<file path="src/shared/sie_status_pkg.sv">
package eng_status_pkg;

    // ****************************************************************
    // register map
    // ****************************************************************
    localparam logic [7:0]  CTRL_STATUS_OFFSET    = 8'h04;
    localparam logic [7:0]  ADDRESS_OFFSET        = 8'h06;
    localparam logic [7:0]  INT_STATUS_OFFSET     = 8'h08;
    localparam logic [7:0]  EVENT_OFFSET          = 8'h0C;
    localparam logic [15:0] CTRL_STATUS_RESET     = 16'h0000;
    localparam logic [15:0] ADDRESS_RESET         = 16'h0000;

    // ****************************************************************
    // field positions
    // ****************************************************************
    localparam int J_LINE_BIT       = 15;
    localparam int SE0_BIT          = 14;
    localparam int HOLD_BIT         = 13;
    localparam int BUS_RESET_BIT    = 12;
    localparam int HOST_BIT         = 11;
    localparam int RESUME_BIT       = 10;
    localparam int ODD_CLEAR_BIT    = 9;
    localparam int ENABLE_BIT       = 8;
    localparam int ENDPOINT_LSB     = 4;
    localparam int TX_BIT           = 3;
    localparam int ODD_BIT          = 2;
    localparam int LOW_SPEED_BIT    = 7;
    localparam int DONE_BIT         = 3;

    // ****************************************************************
    // timing and sizes
    // ****************************************************************
    localparam int STATUS_DEPTH     = 4;
    localparam int CLK_PERIOD_NS    = 10;
    localparam int LS_EOP_NS        = 1330;
    localparam int LS_EOP_CYCLES    = LS_EOP_NS / CLK_PERIOD_NS;

    typedef enum logic [1:0] {
        RES_IDLE,
        RES_DRIVE,
        RES_EOP
    } resume_state_t;

endpackage : eng_status_pkg

</file>
<file path="src/rtl/status_fifo.sv">
`timescale 1ns/1ps
module status_fifo #(
    parameter int WIDTH = 6,
    parameter int DEPTH = 4
) (
    // clock and reset
    input  wire logic             clk_sys_in,
    input  wire logic             rst_n_in,
    input  wire logic             flush_in,
    // write side
    input  wire logic             push_valid_in,
    output logic                  push_ready_out,
    input  wire logic [WIDTH-1:0] push_data_in,
    // read side
    output logic                  pop_valid_out,
    input  wire logic             pop_ready_in,
    output logic      [WIDTH-1:0] pop_data_out
);
    localparam int AW = (DEPTH > 1) ? $clog2(DEPTH) : 1;

    if (DEPTH < 2 || (DEPTH & (DEPTH - 1)) != 0)
    begin : g_bad_depth
        $error("status_fifo depth must be a power of two");
    end

    logic [WIDTH-1:0] mem_ff [DEPTH];
    logic [WIDTH-1:0] nxt_mem [DEPTH];
    logic [AW-1:0]    rd_ff, nxt_rd, wr_ff, nxt_wr;
    logic [AW:0]      cnt_ff, nxt_cnt;
    logic             do_push, do_pop;

    assign push_ready_out = (cnt_ff != DEPTH[AW:0]);
    assign pop_valid_out  = (cnt_ff != '0);
    assign pop_data_out   = mem_ff[rd_ff];

    always_comb
    begin
        do_push = push_valid_in && push_ready_out;
        do_pop  = pop_valid_out && pop_ready_in;
        nxt_mem = mem_ff;
        nxt_rd  = rd_ff;
        nxt_wr  = wr_ff;
        nxt_cnt = cnt_ff;
        if (flush_in)
        begin
            nxt_rd  = '0;
            nxt_wr  = '0;
            nxt_cnt = '0;
        end
        else
        begin
            if (do_push)
            begin
                nxt_mem[wr_ff] = push_data_in;
                nxt_wr = wr_ff + 1'b1;
            end
            if (do_pop)
                nxt_rd = rd_ff + 1'b1;
            if (do_push && !do_pop)
                nxt_cnt = cnt_ff + 1'b1;
            else if (do_pop && !do_push)
                nxt_cnt = cnt_ff - 1'b1;
        end
    end

    always_ff @(posedge clk_sys_in or negedge rst_n_in)
    begin
        if (!rst_n_in)
        begin
            for (int i = 0; i < DEPTH; i++)
                mem_ff[i] <= '0;
            rd_ff  <= '0;
            wr_ff  <= '0;
            cnt_ff <= '0;
        end
        else
        begin
            mem_ff <= nxt_mem;
            rd_ff  <= nxt_rd;
            wr_ff  <= nxt_wr;
            cnt_ff <= nxt_cnt;
        end
    end

endmodule : status_fifo

</file>
<file path="src/rtl/sie_control_status.sv">
//
// Function
// - status byte valid whenever done flag set
// - status queue is four entries deep
// - later transactions queue, current entry stays
// - clearing done flag advances status window
// - queued entry re-raises done flag after a one-cycle drop
// - bit 15 live J state, speed polarity
// - bit 14 live SE0, not latched
// - peripheral setup sets hold, stops traffic
// - host mode: bit 13 busy during token
// - bit 12 drives bus reset in host
// - bit 11 selects host role
// - bit 10 resume; host adds LS EOP
// - writing bit 9 clears ping-pong bits
// - bit 8 enables engine, clear resets it
// - entry bits 7:4 last endpoint
// - entry bit 3 transmit versus receive
// - entry bit 2 odd bank
// - low speed bit sets J polarity
//
// Register access over APB is this design's own decision.
`timescale 1ns/1ps
module eng_control_status
    import eng_status_pkg::*;
#(
    parameter int NUM_ENDPOINTS = 16
) (
    // clock and reset
    input  wire logic        clk_sys_in,
    input  wire logic        reset_n_in,
    // apb slave
    input  wire logic        psel_in,
    input  wire logic        penable_in,
    input  wire logic        pwrite_in,
    input  wire logic [7:0]  paddr_in,
    input  wire logic [31:0] pwdata_in,
    output logic      [31:0] prdata_out,
    output logic             pready_out,
    output logic             pslverr_out,
    // bus line receiver (pins)
    input  wire logic        line_dp_in,
    input  wire logic        line_dm_in,
    // transaction completions from the serial engine
    input  wire logic        txn_done_in,
    input  wire logic [3:0]  txn_endpoint_in,
    input  wire logic        txn_tx_in,
    input  wire logic        txn_odd_in,
    output logic             txn_ready_out,
    // token events
    input  wire logic        setup_rx_in,
    input  wire logic        token_start_in,
    input  wire logic        token_end_in,
    // engine controls
    output logic             engine_enable_out,
    output logic             host_role_select_out,
    output logic             drive_bus_reset_out,
    output logic             drive_resume_out,
    output logic             drive_ls_eop_out,
    output logic             traffic_halt_out,
    output logic             sof_enable_out,
    output logic             low_speed_select_out,
    output logic [NUM_ENDPOINTS-1:0] odd_bank_out
);

    if (NUM_ENDPOINTS < 1 || NUM_ENDPOINTS > 16)
    begin : g_bad_endpoints
        $error("NUM_ENDPOINTS must be 1..16");
    end

    // ****************************************************************
    // reset release
    // ****************************************************************
    logic rst_meta_ff, rst_sync_ff;

    always_ff @(posedge clk_sys_in or negedge reset_n_in)
    begin
        if (!reset_n_in)
        begin
            rst_meta_ff <= 1'b0;
            rst_sync_ff <= 1'b0;
        end
        else
        begin
            rst_meta_ff <= 1'b1;
            rst_sync_ff <= rst_meta_ff;
        end
    end

    // ****************************************************************
    // line pin synchronisers
    // ****************************************************************
    logic [1:0] line_meta_ff, line_ff;

    always_ff @(posedge clk_sys_in or negedge rst_sync_ff)
    begin
        if (!rst_sync_ff)
        begin
            line_meta_ff <= 2'h0;
            line_ff      <= 2'h0;
        end
        else
        begin
            line_meta_ff <= {line_dp_in, line_dm_in};
            line_ff      <= line_meta_ff;
        end
    end

    // ****************************************************************
    // apb decode
    // ****************************************************************
    logic apb_wr, apb_rd, hit_ctrl, hit_addr, hit_int, hit_evt, hit_any;

    assign hit_ctrl    = (paddr_in == CTRL_STATUS_OFFSET);
    assign hit_addr    = (paddr_in == ADDRESS_OFFSET);
    assign hit_int     = (paddr_in == INT_STATUS_OFFSET);
    assign hit_evt     = (paddr_in == EVENT_OFFSET);
    assign hit_any     = hit_ctrl | hit_addr | hit_int | hit_evt;
    assign pready_out  = 1'b1;
    assign pslverr_out = psel_in && penable_in && !hit_any;
    assign apb_wr      = psel_in && penable_in && pwrite_in && hit_any;
    assign apb_rd      = psel_in && !penable_in && !pwrite_in;

    // ****************************************************************
    // control state
    // ****************************************************************
    logic       enable_ff, nxt_enable;
    logic       host_ff, nxt_host;
    logic       bus_reset_ff, nxt_bus_reset;
    logic       resume_ff, nxt_resume;
    logic       low_speed_ff, nxt_low_speed;
    logic       hold_ff, nxt_hold;
    logic       busy_ff, nxt_busy;
    logic       done_ff, nxt_done;
    logic [NUM_ENDPOINTS-1:0] odd_ff, nxt_odd;
    resume_state_t res_ff, nxt_res;
    logic [15:0] eop_cnt_ff, nxt_eop_cnt;
    logic [31:0] prdata_ff, nxt_prdata;

    // status queue: window entry is the head of the fifo
    logic       q_valid;
    logic       q_pop;
    logic [5:0] q_head;
    logic       done_clear;
    logic       wr_ctrl;

    assign wr_ctrl    = apb_wr && hit_ctrl;
    assign done_clear = apb_wr && hit_int && pwdata_in[DONE_BIT];
    // window advances only when software clears a raised flag
    assign q_pop      = done_clear && done_ff;

    status_fifo #(
        .WIDTH (6),
        .DEPTH (STATUS_DEPTH)
    ) u_status_fifo (
        .clk_sys_in     (clk_sys_in),
        .rst_n_in       (rst_sync_ff),
        .flush_in       (!enable_ff),
        .push_valid_in  (txn_done_in && enable_ff),
        .push_ready_out (txn_ready_out),
        .push_data_in   ({txn_endpoint_in, txn_tx_in, txn_odd_in}),
        .pop_valid_out  (q_valid),
        .pop_ready_in   (q_pop),
        .pop_data_out   (q_head)
    );

    // ****************************************************************
    // next-state logic
    // ****************************************************************
    logic [15:0] ctrl_word;
    logic        j_state;

    // J is D+ high at full speed and D- high at low speed
    assign j_state = low_speed_ff ? line_ff[0] : line_ff[1];

    always_comb
    begin
        ctrl_word = 16'h0000;
        ctrl_word[J_LINE_BIT]    = j_state;
        ctrl_word[SE0_BIT]       = (line_ff == 2'h0);
        ctrl_word[HOLD_BIT]      = host_ff ? busy_ff : hold_ff;
        ctrl_word[BUS_RESET_BIT] = bus_reset_ff;
        ctrl_word[HOST_BIT]      = host_ff;
        ctrl_word[RESUME_BIT]    = resume_ff;
        ctrl_word[ENABLE_BIT]    = enable_ff;
        if (done_ff)
        begin
            ctrl_word[ENDPOINT_LSB +: 4] = q_head[5:2];
            ctrl_word[TX_BIT]            = q_head[1];
            ctrl_word[ODD_BIT]           = q_head[0];
        end
        // bits 1:0 stay zero
    end

    always_comb
    begin
        nxt_enable    = enable_ff;
        nxt_host      = host_ff;
        nxt_bus_reset = bus_reset_ff;
        nxt_resume    = resume_ff;
        nxt_low_speed = low_speed_ff;
        nxt_hold      = hold_ff;
        nxt_busy      = busy_ff;
        nxt_odd       = odd_ff;
        nxt_res       = res_ff;
        nxt_eop_cnt   = eop_cnt_ff;
        nxt_prdata    = prdata_ff;

        if (wr_ctrl)
        begin
            nxt_enable    = pwdata_in[ENABLE_BIT];
            nxt_host      = pwdata_in[HOST_BIT];
            nxt_bus_reset = pwdata_in[BUS_RESET_BIT];
            nxt_resume    = pwdata_in[RESUME_BIT];
            if (!pwdata_in[HOLD_BIT])
                nxt_hold = 1'b0;
        end
        if (apb_wr && hit_addr)
            nxt_low_speed = pwdata_in[LOW_SPEED_BIT];

        // setup arrival wins over a simultaneous clear
        if (setup_rx_in && !host_ff && enable_ff)
            nxt_hold = 1'b1;

        if (token_start_in && host_ff && enable_ff)
            nxt_busy = 1'b1;
        else if (token_end_in)
            nxt_busy = 1'b0;

        if (wr_ctrl && pwdata_in[ODD_CLEAR_BIT])
            nxt_odd = '0;
        else if (txn_done_in && enable_ff && txn_ready_out)
            nxt_odd[txn_endpoint_in[3:0] % NUM_ENDPOINTS] =
                ~odd_ff[txn_endpoint_in[3:0] % NUM_ENDPOINTS];

        // disabling the engine resets its ping-pong and token state
        if (!nxt_enable)
        begin
            nxt_odd  = '0;
            nxt_hold = 1'b0;
            nxt_busy = 1'b0;
        end

        case (res_ff)
            RES_IDLE:
                if (nxt_resume)
                    nxt_res = RES_DRIVE;
            RES_DRIVE:
                if (!resume_ff)
                begin
                    nxt_eop_cnt = 16'(LS_EOP_CYCLES);
                    nxt_res = host_ff ? RES_EOP : RES_IDLE;
                end
            RES_EOP:
                if (eop_cnt_ff <= 16'h0001)
                    nxt_res = RES_IDLE;
                else
                    nxt_eop_cnt = eop_cnt_ff - 16'h0001;
            default:
                nxt_res = RES_IDLE;
        endcase

        if (apb_rd)
        begin
            nxt_prdata = 32'h0000_0000;
            if (hit_ctrl)
                nxt_prdata[15:0] = ctrl_word;
            else if (hit_addr)
                nxt_prdata[LOW_SPEED_BIT] = low_speed_ff;
            else if (hit_int)
                nxt_prdata[DONE_BIT] = done_ff;
        end
    end

    // a pop drops the done flag for one cycle and a waiting entry raises
    // it again on the next, so a popped entry is never shown as valid
    always_comb
    begin
        nxt_done = q_valid;
        if (q_pop || !enable_ff)
            nxt_done = 1'b0;
    end

    // ****************************************************************
    // registers
    // ****************************************************************
    always_ff @(posedge clk_sys_in or negedge rst_sync_ff)
    begin
        if (!rst_sync_ff)
        begin
            enable_ff    <= CTRL_STATUS_RESET[ENABLE_BIT];
            host_ff      <= CTRL_STATUS_RESET[HOST_BIT];
            bus_reset_ff <= CTRL_STATUS_RESET[BUS_RESET_BIT];
            resume_ff    <= CTRL_STATUS_RESET[RESUME_BIT];
            low_speed_ff <= ADDRESS_RESET[LOW_SPEED_BIT];
            hold_ff      <= CTRL_STATUS_RESET[HOLD_BIT];
            busy_ff      <= CTRL_STATUS_RESET[HOLD_BIT];
            done_ff      <= 1'b0;
            odd_ff       <= '0;
            res_ff       <= RES_IDLE;
            eop_cnt_ff   <= 16'h0000;
            prdata_ff    <= 32'h0000_0000;
        end
        else
        begin
            enable_ff    <= nxt_enable;
            host_ff      <= nxt_host;
            bus_reset_ff <= nxt_bus_reset;
            resume_ff    <= nxt_resume;
            low_speed_ff <= nxt_low_speed;
            hold_ff      <= nxt_hold;
            busy_ff      <= nxt_busy;
            done_ff      <= nxt_done;
            odd_ff       <= nxt_odd;
            res_ff       <= nxt_res;
            eop_cnt_ff   <= nxt_eop_cnt;
            prdata_ff    <= nxt_prdata;
        end
    end

    // ****************************************************************
    // outputs
    // ****************************************************************
    assign prdata_out           = prdata_ff;
    assign engine_enable_out    = enable_ff;
    assign host_role_select_out = host_ff;
    assign drive_bus_reset_out  = bus_reset_ff && host_ff;
    assign drive_resume_out     = resume_ff;
    assign drive_ls_eop_out     = (res_ff == RES_EOP);
    assign traffic_halt_out     = hold_ff && !host_ff;
    assign sof_enable_out       = enable_ff && host_ff;
    assign low_speed_select_out = low_speed_ff;
    assign odd_bank_out         = odd_ff;

endmodule : eng_control_status

</file>
<file path="config.mk">
export PLATFORM = sky130hd
export DESIGN_NAME = eng_control_status
export DESIGN_NICKNAME = d
export VERILOG_FILES = /design/src/shared/sie_status_pkg.sv /design/src/rtl/status_fifo.sv /design/src/rtl/sie_control_status.sv
export SDC_FILE = /design/constraint.sdc
export NUM_CORES = 1
export LEC_CHECK = 0
export CELL_PAD_IN_SITES_DETAIL_PLACEMENT = 0
export CELL_PAD_IN_SITES_GLOBAL_PLACEMENT = 2
export CORE_MARGIN = 2
export CORE_UTILIZATION = 35
export CTS_CLUSTER_SIZE = 10
export DETAILED_ROUTE_END_ITERATION = 10
export DONT_BUFFER_PORTS = 1
export GPL_TIMING_DRIVEN = 1
export PLACE_DENSITY_LB_ADDON = 0.15
export SLEW_MARGIN = 15
export SYNTH_ARGS = -nofsm -noshare
export SYNTH_HDL_FRONTEND = slang
export SYNTH_SLANG_ARGS = --single-unit
</file>
<file path="constraint.sdc">
create_clock -name clk_sys_in -period 6.7 [get_ports clk_sys_in]
set_input_delay 0.67 -clock clk_sys_in [delete_from_list [all_inputs] [get_ports clk_sys_in]]
set_output_delay 0.67 -clock clk_sys_in [all_outputs]
set_load 0.005 [all_outputs]
</file>
; ---- Word level (Yosys, flattened, before mapping)
; Index checks and enable logic that the tools add are counted.
[classes]
n_addsub = 5
n_lt_le_gt_ge = 6
n_eq_ne = 18
mux = 50
n_bitwise = 6
n_reduce_logical = 42
[op_table]
columns = cell, n
row1 = 16-bit two-way mux, 5
row2 = 16-bit one-hot mux with 2 select lines, 1
row3 = 1-bit logical AND, 26
row4 = 24-bit bitwise mux, 1
row5 = 6-bit two-way mux, 4
row6 = 1-bit two-way mux, 19
row7 = 16-bit bitwise mux, 1
row8 = "8-bit by 3-bit == test with 1-bit output, second input constant", 2
row9 = "8-bit by 4-bit == test with 1-bit output, second input constant", 2
row10 = "16-bit by 1-bit less-or-equal comparator with 1-bit output, second input constant", 1
row11 = 2-bit two-way mux, 8
row12 = "16-bit by 1-bit subtractor with 16-bit output, second input constant", 1
row13 = 3-bit two-way mux, 5
row14 = 6-bit binary-select mux with 2-bit select, 1
row15 = 6-bit demux with 2-bit select, 1
row16 = "3-bit by 1-bit != test with 1-bit output, second input constant", 3
row17 = 8-bit two-way mux, 1
row18 = 1-bit logical NOT, 7
row19 = "3-bit greater-or-equal comparator, second input constant", 2
row20 = "2-bit by 1-bit != test with 1-bit output, second input constant", 3
row21 = "2-bit != test, second input constant", 3
row22 = "3-bit by 2-bit != test with 1-bit output, second input constant", 2
row23 = 2-bit NOT with 3-bit output, 2
row24 = 2-bit one-hot mux with 3 select lines, 1
row25 = other kinds (19), 25
[totals]
ff_bits = 95
inputBits = 57
output_inout_bits = 59
wordCells = 150

; ---- Longest topological paths before layout
; Gate-level depths: netlist (run 1).
[depth]
depth_word = 13
mapped_depth = 9
depth_no_buf = 8

; ---- By module
; From an unflattened synthesis (run 1), not the netlist that was laid out.
[unflattened]
hier_cells = 430
area_unflattened_um2 = 4763.3
[modules_own_cells]
columns = mod, n_inst, cells_per_inst, area_each_um2, seq_area_each_um2
row1 = eng_control_status, 1, 311, 3131.8, 1526.5
row2 = status_fifo, 1, 119, 1631.6, 775.7

; ---- Least setup slack after synthesis (run 1)
; Ideal clock, no wire load.
[synth_path]
path_kind = in2reg
startpoint = input paddr_in[5]
endpoint = register u_status_fifo.cnt_ff[1]
setup_ns = 0.090
t_arrival_ns = 2.914
required_ns = 6.610
slack_ns = 3.696
stages = 8
n_path_buf = 1
cell_sequence = or4_4 -> nor4_4 -> and2_1 -> buf_6 -> nor2_1 -> fa_1 -> or4b_1 -> o2111ai_1
[synth_between]
elab_chain_cells = 13
elab_cells_between_ends = 18
classes_between = 5 x eq/ne / 2 x mux / 3 x bitwise / 8 x reduce/logical
[synth_rtl]
columns = item, line_no
row1 = "start, declared", sie_control_status.sv:36  ; input wire logic [7:0] paddr_in,
row2 = 8-bit by 3-bit == test with 1-bit output (on tied branches), "sie_control_status.sv:114, sie_control_status.sv:115"
row3 = 1-bit OR (3 in series), sie_control_status.sv:118  ; assign hit_any = hit_ctrl | hit_addr | hit_int | hit_evt;
row4 = 1-bit logical AND, sie_control_status.sv:121  ; assign apb_wr = psel_in && penable_in && pwrite_in && hit_any;
row5 = 1-bit logical AND * (2 in series), sie_control_status.sv:148  ; assign done_clear = apb_wr && hit_int && pwdata_in[DONE_BIT];
row6 = 1-bit logical AND *, sie_control_status.sv:150  ; assign q_pop = done_clear && done_ff;
row7 = 1-bit logical AND *, status_fifo.sv:39  ; do_pop = pop_valid_out && pop_ready_in;
row8 = 1-bit logical NOT, status_fifo.sv:59  ; if (do_push && !do_pop)
row9 = 1-bit logical AND, status_fifo.sv:59
row10 = 3-bit two-way mux, status_fifo.sv:59
row11 = 3-bit two-way mux, status_fifo.sv:44  ; if (flush_in)
row12 = "end signal, assigned", status_fifo.sv:81  ; cnt_ff <= nxt_cnt;
row13 = "end, declared", status_fifo.sv:29  ; logic [AW:0] cnt_ff, nxt_cnt;
; Mark *: on every way between the ends. The rest lies on a longest branch, timed or not.
; A chain may end at the register's enable or synchronous reset.

; ---- Worst setup path after layout (run 1)
; Ends and elaborated chain as after synthesis.

==> impl_metrics.env, run 1 <==
export IMPL_reg2reg_depth=7
export IMPL_drive_gt1_share_pct=14.1
export IMPL_track_usage_pct=15.3
export IMPL_async_reset_ff_share_pct=100
export IMPL_fmax_ghz=0.337
export IMPL_die_h_um=120
export IMPL_synth_top_area_share_pct=48.5
export IMPL_cts_max_path_buffers=2
export IMPL_slew_limit_headroom_pct=36.5
export IMPL_setup_viol=0
export IMPL_ys_warn_count=0
export IMPL_hp_class="reg2async"
export IMPL_critPathCaptureType="flop"
export IMPL_netlist_area_um2=4740
export IMPL_fin_skew_ns=0.00618
export IMPL_finish_utilization_pct=38.8
export IMPL_critPathKind="in2reg"
export IMPL_rsz0062_at_grt="no"
export IMPL_fin_nets=506
export IMPL_area_growth_pct=8.39
export IMPL_routed_via_density=5.11
export IMPL_firstDrtPassIters=4
export IMPL_crit_required_ns=6.95
export IMPL_synth_most_common_cell="dfrtp_1"
export IMPL_grt_pass1_wl_mm=17.3
export IMPL_ys_types=58
export IMPL_min_period_ns=2.97
export IMPL_synth_adder_area_share_pct=2.00
export IMPL_clock_latency_ns=0.34
export IMPL_cts_sinks=92
export IMPL_reg2reg_from="done_ff"
export IMPL_grt_overflow_total=0
export IMPL_muxShareOfSynthArea_pct=13.3
export IMPL_vias=3185
export IMPL_diodes=0
export IMPL_worst_slew_pin_slew_ns=0.953
export IMPL_finalHoldViolCount=0
export IMPL_r2r_setup_slack_ns=3.76
export IMPL_antenna_found_initial=0
export IMPL_synth_area_leaders="dfrtp_1 49%, mux2_2 5.7%, nand2_1 4.0%, mux2i_1 3.4%, buf_4 3.2%"
export IMPL_port_buffers=0
export IMPL_syn_inst=446
export IMPL_cts_root_buf="clkbuf_16"
export IMPL_arrival_ns=3.22
export IMPL_synth_edff_count=0
export IMPL_synthXorXnorAreaFrac_pct=2.03
export IMPL_synth_top_cell_by_area="dfrtp_1"
export IMPL_synth_avg_cell_area_um2=10.6
export IMPL_coreArea_um2=13200
export IMPL_path_max_fanout=7
export IMPL_hold_worst_slack_ns=0.191
export IMPL_dp_hpwl_mm=7.18
export IMPL_htreeDepth=3
export IMPL_gp_congestion=0.710
export IMPL_drtAntennaViolNets=0
export IMPL_dr_first_iter_drc_count=142
export IMPL_p_per_area_nw_per_um2=232
export IMPL_synthSimpleGateAreaFrac_pct=19.6
export IMPL_fp_dieW_um=120
export IMPL_p_leak_uw=0.00228
export IMPL_report_final_slew_viol_count=0
export IMPL_synth_top_family_by_area="simple AND/OR/NAND/NOR gates"
export IMPL_clkSlewWorstSetupHoldPaths_ns=0.06
export IMPL_avgRoutedWirePerCell_um=16.6
export IMPL_start_util_pct=35.8
export IMPL_synth_ff_type="dfrtp_1"
export IMPL_period_share_pct=44.3
export IMPL_grt_max_degree=75
export IMPL_wirelength_mm=10.3
export IMPL_num_rows=42
export IMPL_dieArea_um2=14500
export IMPL_cts_setup_buffers=0
export IMPL_ys_seq_area_share_pct=48.5
export IMPL_cts_hold_buf=1
export IMPL_rr_endpoint="u_status_fifo.cnt_ff[1]"
export IMPL_grt_pass1_vias=3286
export IMPL_cts_resized=0
export IMPL_drc=0
export IMPL_critPathLaunchType="primary input"
export IMPL_synthTopCellsByCount="92 x dfrtp_1, 51 x nand2_1, 39 x nor2_1, 24 x mux2_2, 24 x o21ai_0"
export IMPL_ir_worst_vdd_v=0.0000950
export IMPL_status="finished clean"
export IMPL_cts_made_buffers=9
export IMPL_synth_compound_area_share_pct=8.70
export IMPL_cap_violations=0
export IMPL_io_pins=116
export IMPL_ys_seq_elements=92
export IMPL_cts_tree="yes"
export IMPL_setup_tns_ns=0
layer usage:
layer	vias to the layer above	global-route usage [%]	wire length (µm)
met5	-	0	0
met4	0	6.61	182
met3	10	4.06	665
met2	80	23.3	4720
met1	1565	20.7	4770
li1	1530	-	-
final cells by class:
type                    count  area, µm²
flip-flops and latches     92       2310
clock buffers              11        243
well taps                 176        220
multi-input cells         327       2250
repair buffers              4       35.0
fillers                  1324       8100
inverters                   8       30.0
clock inverters             5       60.1
stage by stage:
| step | setup WS, ns | total power, µW | cells | area [µm²] |
|---|---|---|---|---|
| floorplan | 3.70 | 676 | 465 | 4820 |
| global placement | 3.44 | 685 | 605 | 4820 |
| detailed placement | 3.39 | 687 | 605 | 4820 |
| CTS | 3.76 | 1220 | 622 | 5130 |
| global route | 3.57 | 1250 | 623 | 5140 |
| finish | 3.73 | 1190 | 623 | 5140 |
power breakdown:
group          switching [µW]  total (µW)  internal [µW]  leakage [µW]
clock network             216         517            301      0.000146
registers                13.3         583            569       0.00126
logic                    57.9        92.3           34.4      0.000875
flip-flops by register name, summed over array words and instances (netlist names):
name / cells
u_status_fifo.mem_ff: 24
rst_sync_ff: 1
rst_meta_ff: 1
drive_resume_out: 1
line_ff: 2
hold_ff: 1
low_speed_select_out: 1
res_ff: 2
busy_ff: 1
eop_cnt_ff: 16
bus_reset_ff: 1
u_status_fifo.rd_ff: 2
engine_enable_out: 1
done_ff: 1
odd_bank_out: 16
line_meta_ff: 2
u_status_fifo.wr_ff: 2
u_status_fifo.cnt_ff: 3
host_role_select_out: 1
prdata_out: 13
worst max-delay path by stage:
stage                     start                       to  slack (ns)
floorplan           paddr_in[5]  u_status_fifo.cnt_ff[1]        3.70
global placement    paddr_in[5]  u_status_fifo.cnt_ff[1]        3.44
detailed placement  paddr_in[5]  u_status_fifo.cnt_ff[1]        3.39
CTS                 paddr_in[5]  u_status_fifo.cnt_ff[1]        3.76
global route            done_ff  u_status_fifo.cnt_ff[1]        3.57
finish              paddr_in[5]  u_status_fifo.cnt_ff[1]        3.73
worst max-delay path: stages:
cell and delay [ns]:
or4_4 0.55, nor4_4 0.45, and2_1 0.37, nor2_1 0.10
fa_1 0.44, or4b_1 0.54, o2111ai_1 0.10
logic make-up (layout without fill, tap and decap cells):
| group | after synthesis | after routing |
|---|---|---|
| AND/OR/NAND/NOR | 171 | 171 |
| flip-flops | 92 | 92 |
| AO/OA/AOI/OAI | 65 | 65 |
| multiplexers | 52 | 52 |
| buffers and inverters | 46 | 28 |
| XOR/XNOR | 11 | 11 |
| adder cells (fa/ha/maj) | 7 | 7 |
| other | 2 | 21 |
layout by cell type (no fill, tap or decap), drive strengths merged, types with 2 or more instances in the layout:
cell         Yosys  layout
nor2            39      39
ha               6       6
dlygate4sd3      0       2
nand3            5       5
nor4            10      10
o2111ai          3       3
mux2            30      30
dfrtp           92      92
a21oi           18      18
nand4b           3       3
o21bai           2       2
conb             2      21
buf             25       2
clkbuf          13      11
clkinv           0       2
nor3             9       9
mux4             6       6
xor2             2       2
nor3b            4       4
inv              8       9
nand4           10      10
nand2b           5       5
o21ai           26      26
and2             9       9
o31ai            4       4
and3             3       3
a22o             5       5
or3b             3       3
nand2           52      52
nor4b            2       2
xnor2            9       9
or3              5       5
nor2b            5       5
mux2i           16      16
or4              2       2
No activity file was read; power rests on OpenSTA's default activity.
==> run 2, diff against run 1 <==
Clock period 6.7 ns to 2.64 ns, I/O delays scaled along.
==> run 2 against run 1 <==
Via count up 1.6%. Total power rose to 2.6 times the previous value. Register-to-register slack worse by 3.5 ns.
==> impl_metrics.env, run 2 (synthesis results as in run 1) <==
export IMPL_status="finished clean"
export IMPL_cts_max_path_buffers=2
export IMPL_cts_resized=0
export IMPL_cts_tree="yes"
export IMPL_fin_skew_ns=0.00458
export IMPL_critPathTopFamily="simple AND/OR/NAND/NOR gates"
export IMPL_intPower_uw=2320
export IMPL_critPathKind="reg2reg"
export IMPL_setup_tns_ns=0
export IMPL_htreeDepth=3
export IMPL_p_clk_share_pct=43.8
export IMPL_place_ws_ns=0.138
export IMPL_routed_via_density=5.13
export IMPL_cap_violations=0
export IMPL_cts_sinks=92
export IMPL_max_stage_delay_ns=0.52
export IMPL_track_usage_pct=15.5
export IMPL_port_buffers=0
export IMPL_dp_hpwl_mm=7.29
export IMPL_gp_congestion=0.771
export IMPL_crit_cells=7
export IMPL_firstDrtPassIters=4
export IMPL_num_rows=42
export IMPL_path_max_fanout=2
export IMPL_rsz0062_at_grt="no"
export IMPL_dr_first_iter_drc_count=164
export IMPL_p_leak_uw=0.00233
export IMPL_hp_class="in2reg"
export IMPL_critPathLaunchType="flop"
export IMPL_arrival_ns=2.65
export IMPL_wirelength_mm=10.5
export IMPL_slew_limit_headroom_pct=57.6
export IMPL_grt_overflow_total=0
export IMPL_start_util_pct=35.8
export IMPL_crit_required_ns=2.90
export IMPL_rr_endpoint="u_status_fifo.cnt_ff[1]"
export IMPL_report_final_slew_viol_count=0
export IMPL_clkSlewWorstSetupHoldPaths_ns=0.06
export IMPL_grt_pass1_vias=3355
export IMPL_clock_latency_ns=0.35
export IMPL_regMostFlops="u_status_fifo.mem_ff"
export IMPL_io_pins=116
export IMPL_cts_made_buffers=9
export IMPL_critPathCaptureType="flop"
export IMPL_coreArea_um2=13200
export IMPL_layout_commonest_cell="dfrtp_1"
export IMPL_fmax_ghz=0.419
export IMPL_fp_dieW_um=120
export IMPL_reg2reg_depth=7
export IMPL_area_growth_pct=10.2
export IMPL_p_sw_uw=739
export IMPL_vias=3237
export IMPL_grt_max_degree=48
export IMPL_die_h_um=120
export IMPL_p_seq_share_pct=48.5
export IMPL_final_cell_mix="91 x dfrtp_1, 51 x nand2_1, 39 x nor2_1, 24 x o21ai_0, 24 x mux2_2"
export IMPL_worst_slew_pin_slew_ns=0.636
export IMPL_crit_end="u_status_fifo.cnt_ff[1]"
export IMPL_drtAntennaViolNets=0
export IMPL_min_period_ns=2.39
export IMPL_cts_root_buf="clkbuf_16"
export IMPL_cpMaxStageDelayCell="or4b_1"
export IMPL_layout_setup_ws_ns=0.252
export IMPL_reg2reg_from="done_ff"
export IMPL_path_buf_inv=0
export IMPL_cp_cell_sequence="or4bb_1 > nor4_4 > and2_1 > nor2_1 > fa_1 > or4b_1 > o2111ai_1"
export IMPL_ir_worst_vdd_v=0.000304
export IMPL_drc=0
export IMPL_antenna_found_initial=0
export IMPL_largest_reg_flops=24
export IMPL_r2r_setup_slack_ns=0.25
export IMPL_dieArea_um2=14500
export IMPL_avgRoutedWirePerCell_um=16.6
export IMPL_diodes=0
export IMPL_finalHoldViolCount=0
export IMPL_drive_gt1_share_pct=15.6
export IMPL_period_share_pct=90.4
export IMPL_setup_viol=0
export IMPL_p_per_area_nw_per_um2=586
export IMPL_fin_nets=514
export IMPL_switching_share_pct=24.1
export IMPL_startpoint="done_ff"
export IMPL_combPwrFrac_pct=7.6
export IMPL_grt_pass1_wl_mm=17.6
run 2: how the worst min path moves through the flow:
stage	startpoint	to	slack, ns	depth (start not counted)
after detailed placement	reset_n_in	rst_meta_ff	-0.03	0
after floorplan	reset_n_in	rst_meta_ff	-0.03	0
after CTS	pwdata_in[10]	drive_resume_out	0.007	2
after global routing	pwdata_in[10]	drive_resume_out	0.008	2
after global placement	reset_n_in	rst_meta_ff	-0.03	0
final	pwdata_in[10]	drive_resume_out	0.02	2
run 2: layout make-up:
| cell class | count | area (µm²) |
|---|---|---|
| fillers | 1321 | 8020 |
| flip-flops and latches | 92 | 2310 |
| multi-input cells | 327 | 2250 |
| clock buffers | 11 | 253 |
| well taps | 176 | 220 |
| repair buffers | 12 | 110 |
| clock inverters | 5 | 60.1 |
| inverters | 8 | 30.0 |
run 2: power by group through the flow:
stage               Combinational, µW  Clock [µW]  Sequential (µW)
floorplan                         206           0             1510
global placement                  229           0             1510
detailed placement                233           0             1520
CTS                               238        1400             1490
global route                      272        1460             1490
finish                            233        1340             1490
run 2: metal layers:
metal | routed length (µm) | vias to the layer above | track usage [%]
met3 | 724 | 4 | 5.94
met1 | 4880 | 1601 | 19.8
met5 | 0 | - | 0
met2 | 4820 | 85 | 24.7
met4 | 72 | 0 | 3.85
li1 | - | 1547 | -
run 2: repair_timing:
| item | in CTS | in global routing |
|---|---|---|
| endpoints found under the hold margin | 4 | 0 |
| setup buffers | 0 | 0 |
| hold buffers | 3 | 0 |
run 2: per-stage QoR:
stage / instance area [µm²] / util [%] / power [µW] / hold WS [ns] / instances
finish: 5230 / 39.5 / 3060 / 0.0218 / 631
global route: 5230 / 39.5 / 3220 / 0.00781 / 631
CTS: 5230 / 39.5 / 3130 / 0.00708 / 631
detailed placement: 4880 / 36.9 / 1750 / -0.0315 / 612
global placement: 4880 / 36.9 / 1740 / -0.0315 / 612
floorplan: 4820 / - / 1720 / -0.0316 / 465
run 2: worst reg2reg max path, delay by kind of cell (launching register included):
kind	cells	cell delay, ns
DFF	1	0.36
and+or+nand+nor	5	1.43
AOI/OAI and AO/OA	1	0.08
adders and majority gates	1	0.45
==> run 3, diff against run 2 <==
Clock period 2.64 ns to 2.8 ns, I/O delays scaled along.
==> run 3 against run 2 <==
Critical path depth is the same. Critical path type unchanged. Largest cell class unchanged. Sequential power shrank 6%. Clock power shrank 12%. Final area shrank 0.79%. Via count grew 0.40%. Non-clock buffer count shrank 2.
==> impl_metrics.env, run 3 (synthesis results as in run 1) <==
export IMPL_port_buffers=0
export IMPL_intPower_uw=2090
export IMPL_diodes=0
export IMPL_period_share_pct=90.8
export IMPL_grt_overflow_total=0
export IMPL_postPlaceCellArea_um2=4870
export IMPL_path_max_fanout=7
export IMPL_min_from="pwdata_in[11]"
export IMPL_rr_endpoint="u_status_fifo.cnt_ff[1]"
export IMPL_die_h_um=120
export IMPL_fmax_ghz=0.393
export IMPL_clock_latency_ns=0.35
export IMPL_fp_dieW_um=120
export IMPL_wirelength_mm=10.5
export IMPL_setup_viol=0
export IMPL_final_cell_mix="91 x dfrtp_1, 51 x nand2_1, 39 x nor2_1, 24 x o21ai_0, 24 x mux2_2"
export IMPL_dr_first_iter_drc_count=108
export IMPL_slew_limit_headroom_pct=50.5
export IMPL_finalHoldViolCount=0
export IMPL_fin_skew_ns=0.00848
export IMPL_combPwrFrac_pct=7.8
export IMPL_worst_slew_pin_slew_ns=0.733
export IMPL_crit_required_ns=3.06
export IMPL_postLayoutCellArea_um2=5190
export IMPL_rsz0062_at_grt="no"
export IMPL_cts_root_buf="clkbuf_16"
export IMPL_coreArea_um2=13200
export IMPL_reg2reg_from="done_ff"
export IMPL_ir_worst_vdd_v=0.000265
export IMPL_p_clk_share_pct=42.0
export IMPL_htreeDepth=3
export IMPL_grt_pass1_wl_mm=17.3
export IMPL_drive_gt1_share_pct=15.0
export IMPL_avgRoutedWirePerCell_um=16.7
export IMPL_cap_violations=0
export IMPL_min_to="host_role_select_out"
export IMPL_cts_max_path_buffers=2
export IMPL_p_seq_share_pct=50.1
export IMPL_cts_sinks=92
export IMPL_grt_max_degree=49
export IMPL_firstDrtPassIters=4
export IMPL_area_growth_pct=9.31
export IMPL_io_pins=116
export IMPL_r2r_setup_slack_ns=0.26
export IMPL_clkSlewWorstSetupHoldPaths_ns=0.07
export IMPL_vias=3250
export IMPL_status="finished clean"
export IMPL_setup_tns_ns=0
export IMPL_layout_commonest_cell="dfrtp_1"
export IMPL_switching_share_pct=25.4
export IMPL_dp_hpwl_mm=7.30
export IMPL_routed_via_density=5.17
export IMPL_p_per_area_nw_per_um2=539
export IMPL_grt_pass1_vias=3263
export IMPL_cts_made_buffers=9
export IMPL_largest_reg_flops=24
export IMPL_p_leak_uw=0.00231
export IMPL_critPathCaptureType="flop"
export IMPL_drtAntennaViolNets=0
export IMPL_num_rows=42
export IMPL_critPathLaunchType="flop"
export IMPL_cts_tree="yes"
export IMPL_antenna_found_initial=0
export IMPL_drc=0
export IMPL_reg2reg_depth=7
export IMPL_start_util_pct=35.8
export IMPL_regMostFlops="u_status_fifo.mem_ff"
export IMPL_min_period_ns=2.54
export IMPL_dieArea_um2=14500
export IMPL_arrival_ns=2.80
export IMPL_fin_nets=512
export IMPL_report_final_slew_viol_count=0
export IMPL_hp_class="in2reg"
export IMPL_gp_congestion=0.714
export IMPL_hold_depth=2
export IMPL_p_sw_uw=709
export IMPL_track_usage_pct=15.3
export IMPL_critPathKind="reg2reg"
==> run 3: cell count changes in the layout (fill, tap and decap cells not counted), sizes merged <==
| cell | delta |
|---|---|
| buf | -2 |
| inv | +2 |
| bufinv | -1 |
| clkinvlp | -1 |
==> run 3: layer usage <==
layer	wire, µm	GRT usage (%)	up-vias
met5	0	0	-
met4	154	5.89	0
met3	562	3.58	9
met2	4920	24.4	76
met1	4850	20.2	1618
li1	-	-	1547
==> run 3: worst max-delay path by stage <==
stage / start / endpoint / cells past startpoint / slack (ns)
after floorplan: rst_sync_ff / bus_reset_ff / 0 / 0.05
after global placement: paddr_in[5] / u_status_fifo.cnt_ff[1] / 7 / 0.30
after detailed placement: paddr_in[5] / u_status_fifo.cnt_ff[1] / 7 / 0.25
after CTS: done_ff / u_status_fifo.cnt_ff[1] / 7 / 0.25
after global routing: done_ff / u_status_fifo.cnt_ff[1] / 7 / 0.14
final: done_ff / u_status_fifo.cnt_ff[1] / 7 / 0.26
==> run 3: power by group through the flow <==
stage	Sequential (µW)	Combinational, µW	Clock, µW
2_1_floorplan	1420	194	0
3_5_place_dp	1430	218	0
6_report	1400	219	1180
3_3_place_gp	1430	216	0
4_1_cts	1400	223	1220
5_1_grt	1410	253	1280
==> run 3: through the flow <==
stage | util (%) | worst slack (ns) | instances | total power, µW | hold WS [ns]
final | 39.2 | 0.258 | 629 | 2790 | 0.0437
after global routing | 39.2 | 0.144 | 629 | 2940 | 0.0527
after CTS | 39.2 | 0.252 | 629 | 2850 | 0.0309
after detailed placement | 36.8 | 0.250 | 610 | 1640 | -0.0155
after global placement | 36.8 | 0.299 | 610 | 1640 | -0.0155
after floorplan | - | 0.0477 | 465 | 1620 | -0.0156
==> run 3: final cells by class <==
| type | count | area, µm² |
|---|---|---|
| clock inverter | 5 | 43.8 |
| tap | 176 | 220 |
| timing repair buffer | 10 | 95.1 |
| sequential | 92 | 2310 |
| fill | 1290 | 8060 |
| clock buffer | 11 | 243 |
| multi-input combinational | 327 | 2250 |
| inverter | 8 | 30.0 |
==> run 3: worst max-delay path: stages, from the launching register on <==
cell	delay, ns
dfrtp_1	0.45
or4bb_1	0.49
nor4_4	0.20
and2_1	0.19
nor2_1	0.06
fa_1	0.45
or4b_1	0.53
o2111ai_1	0.09
==> run 3: timing repair <==
action                                 in CTS  in global routing
resized for setup                           0                  0
buffers inserted                            0                  0
endpoints found under the hold margin       4                  0
hold buffers                                3                  0
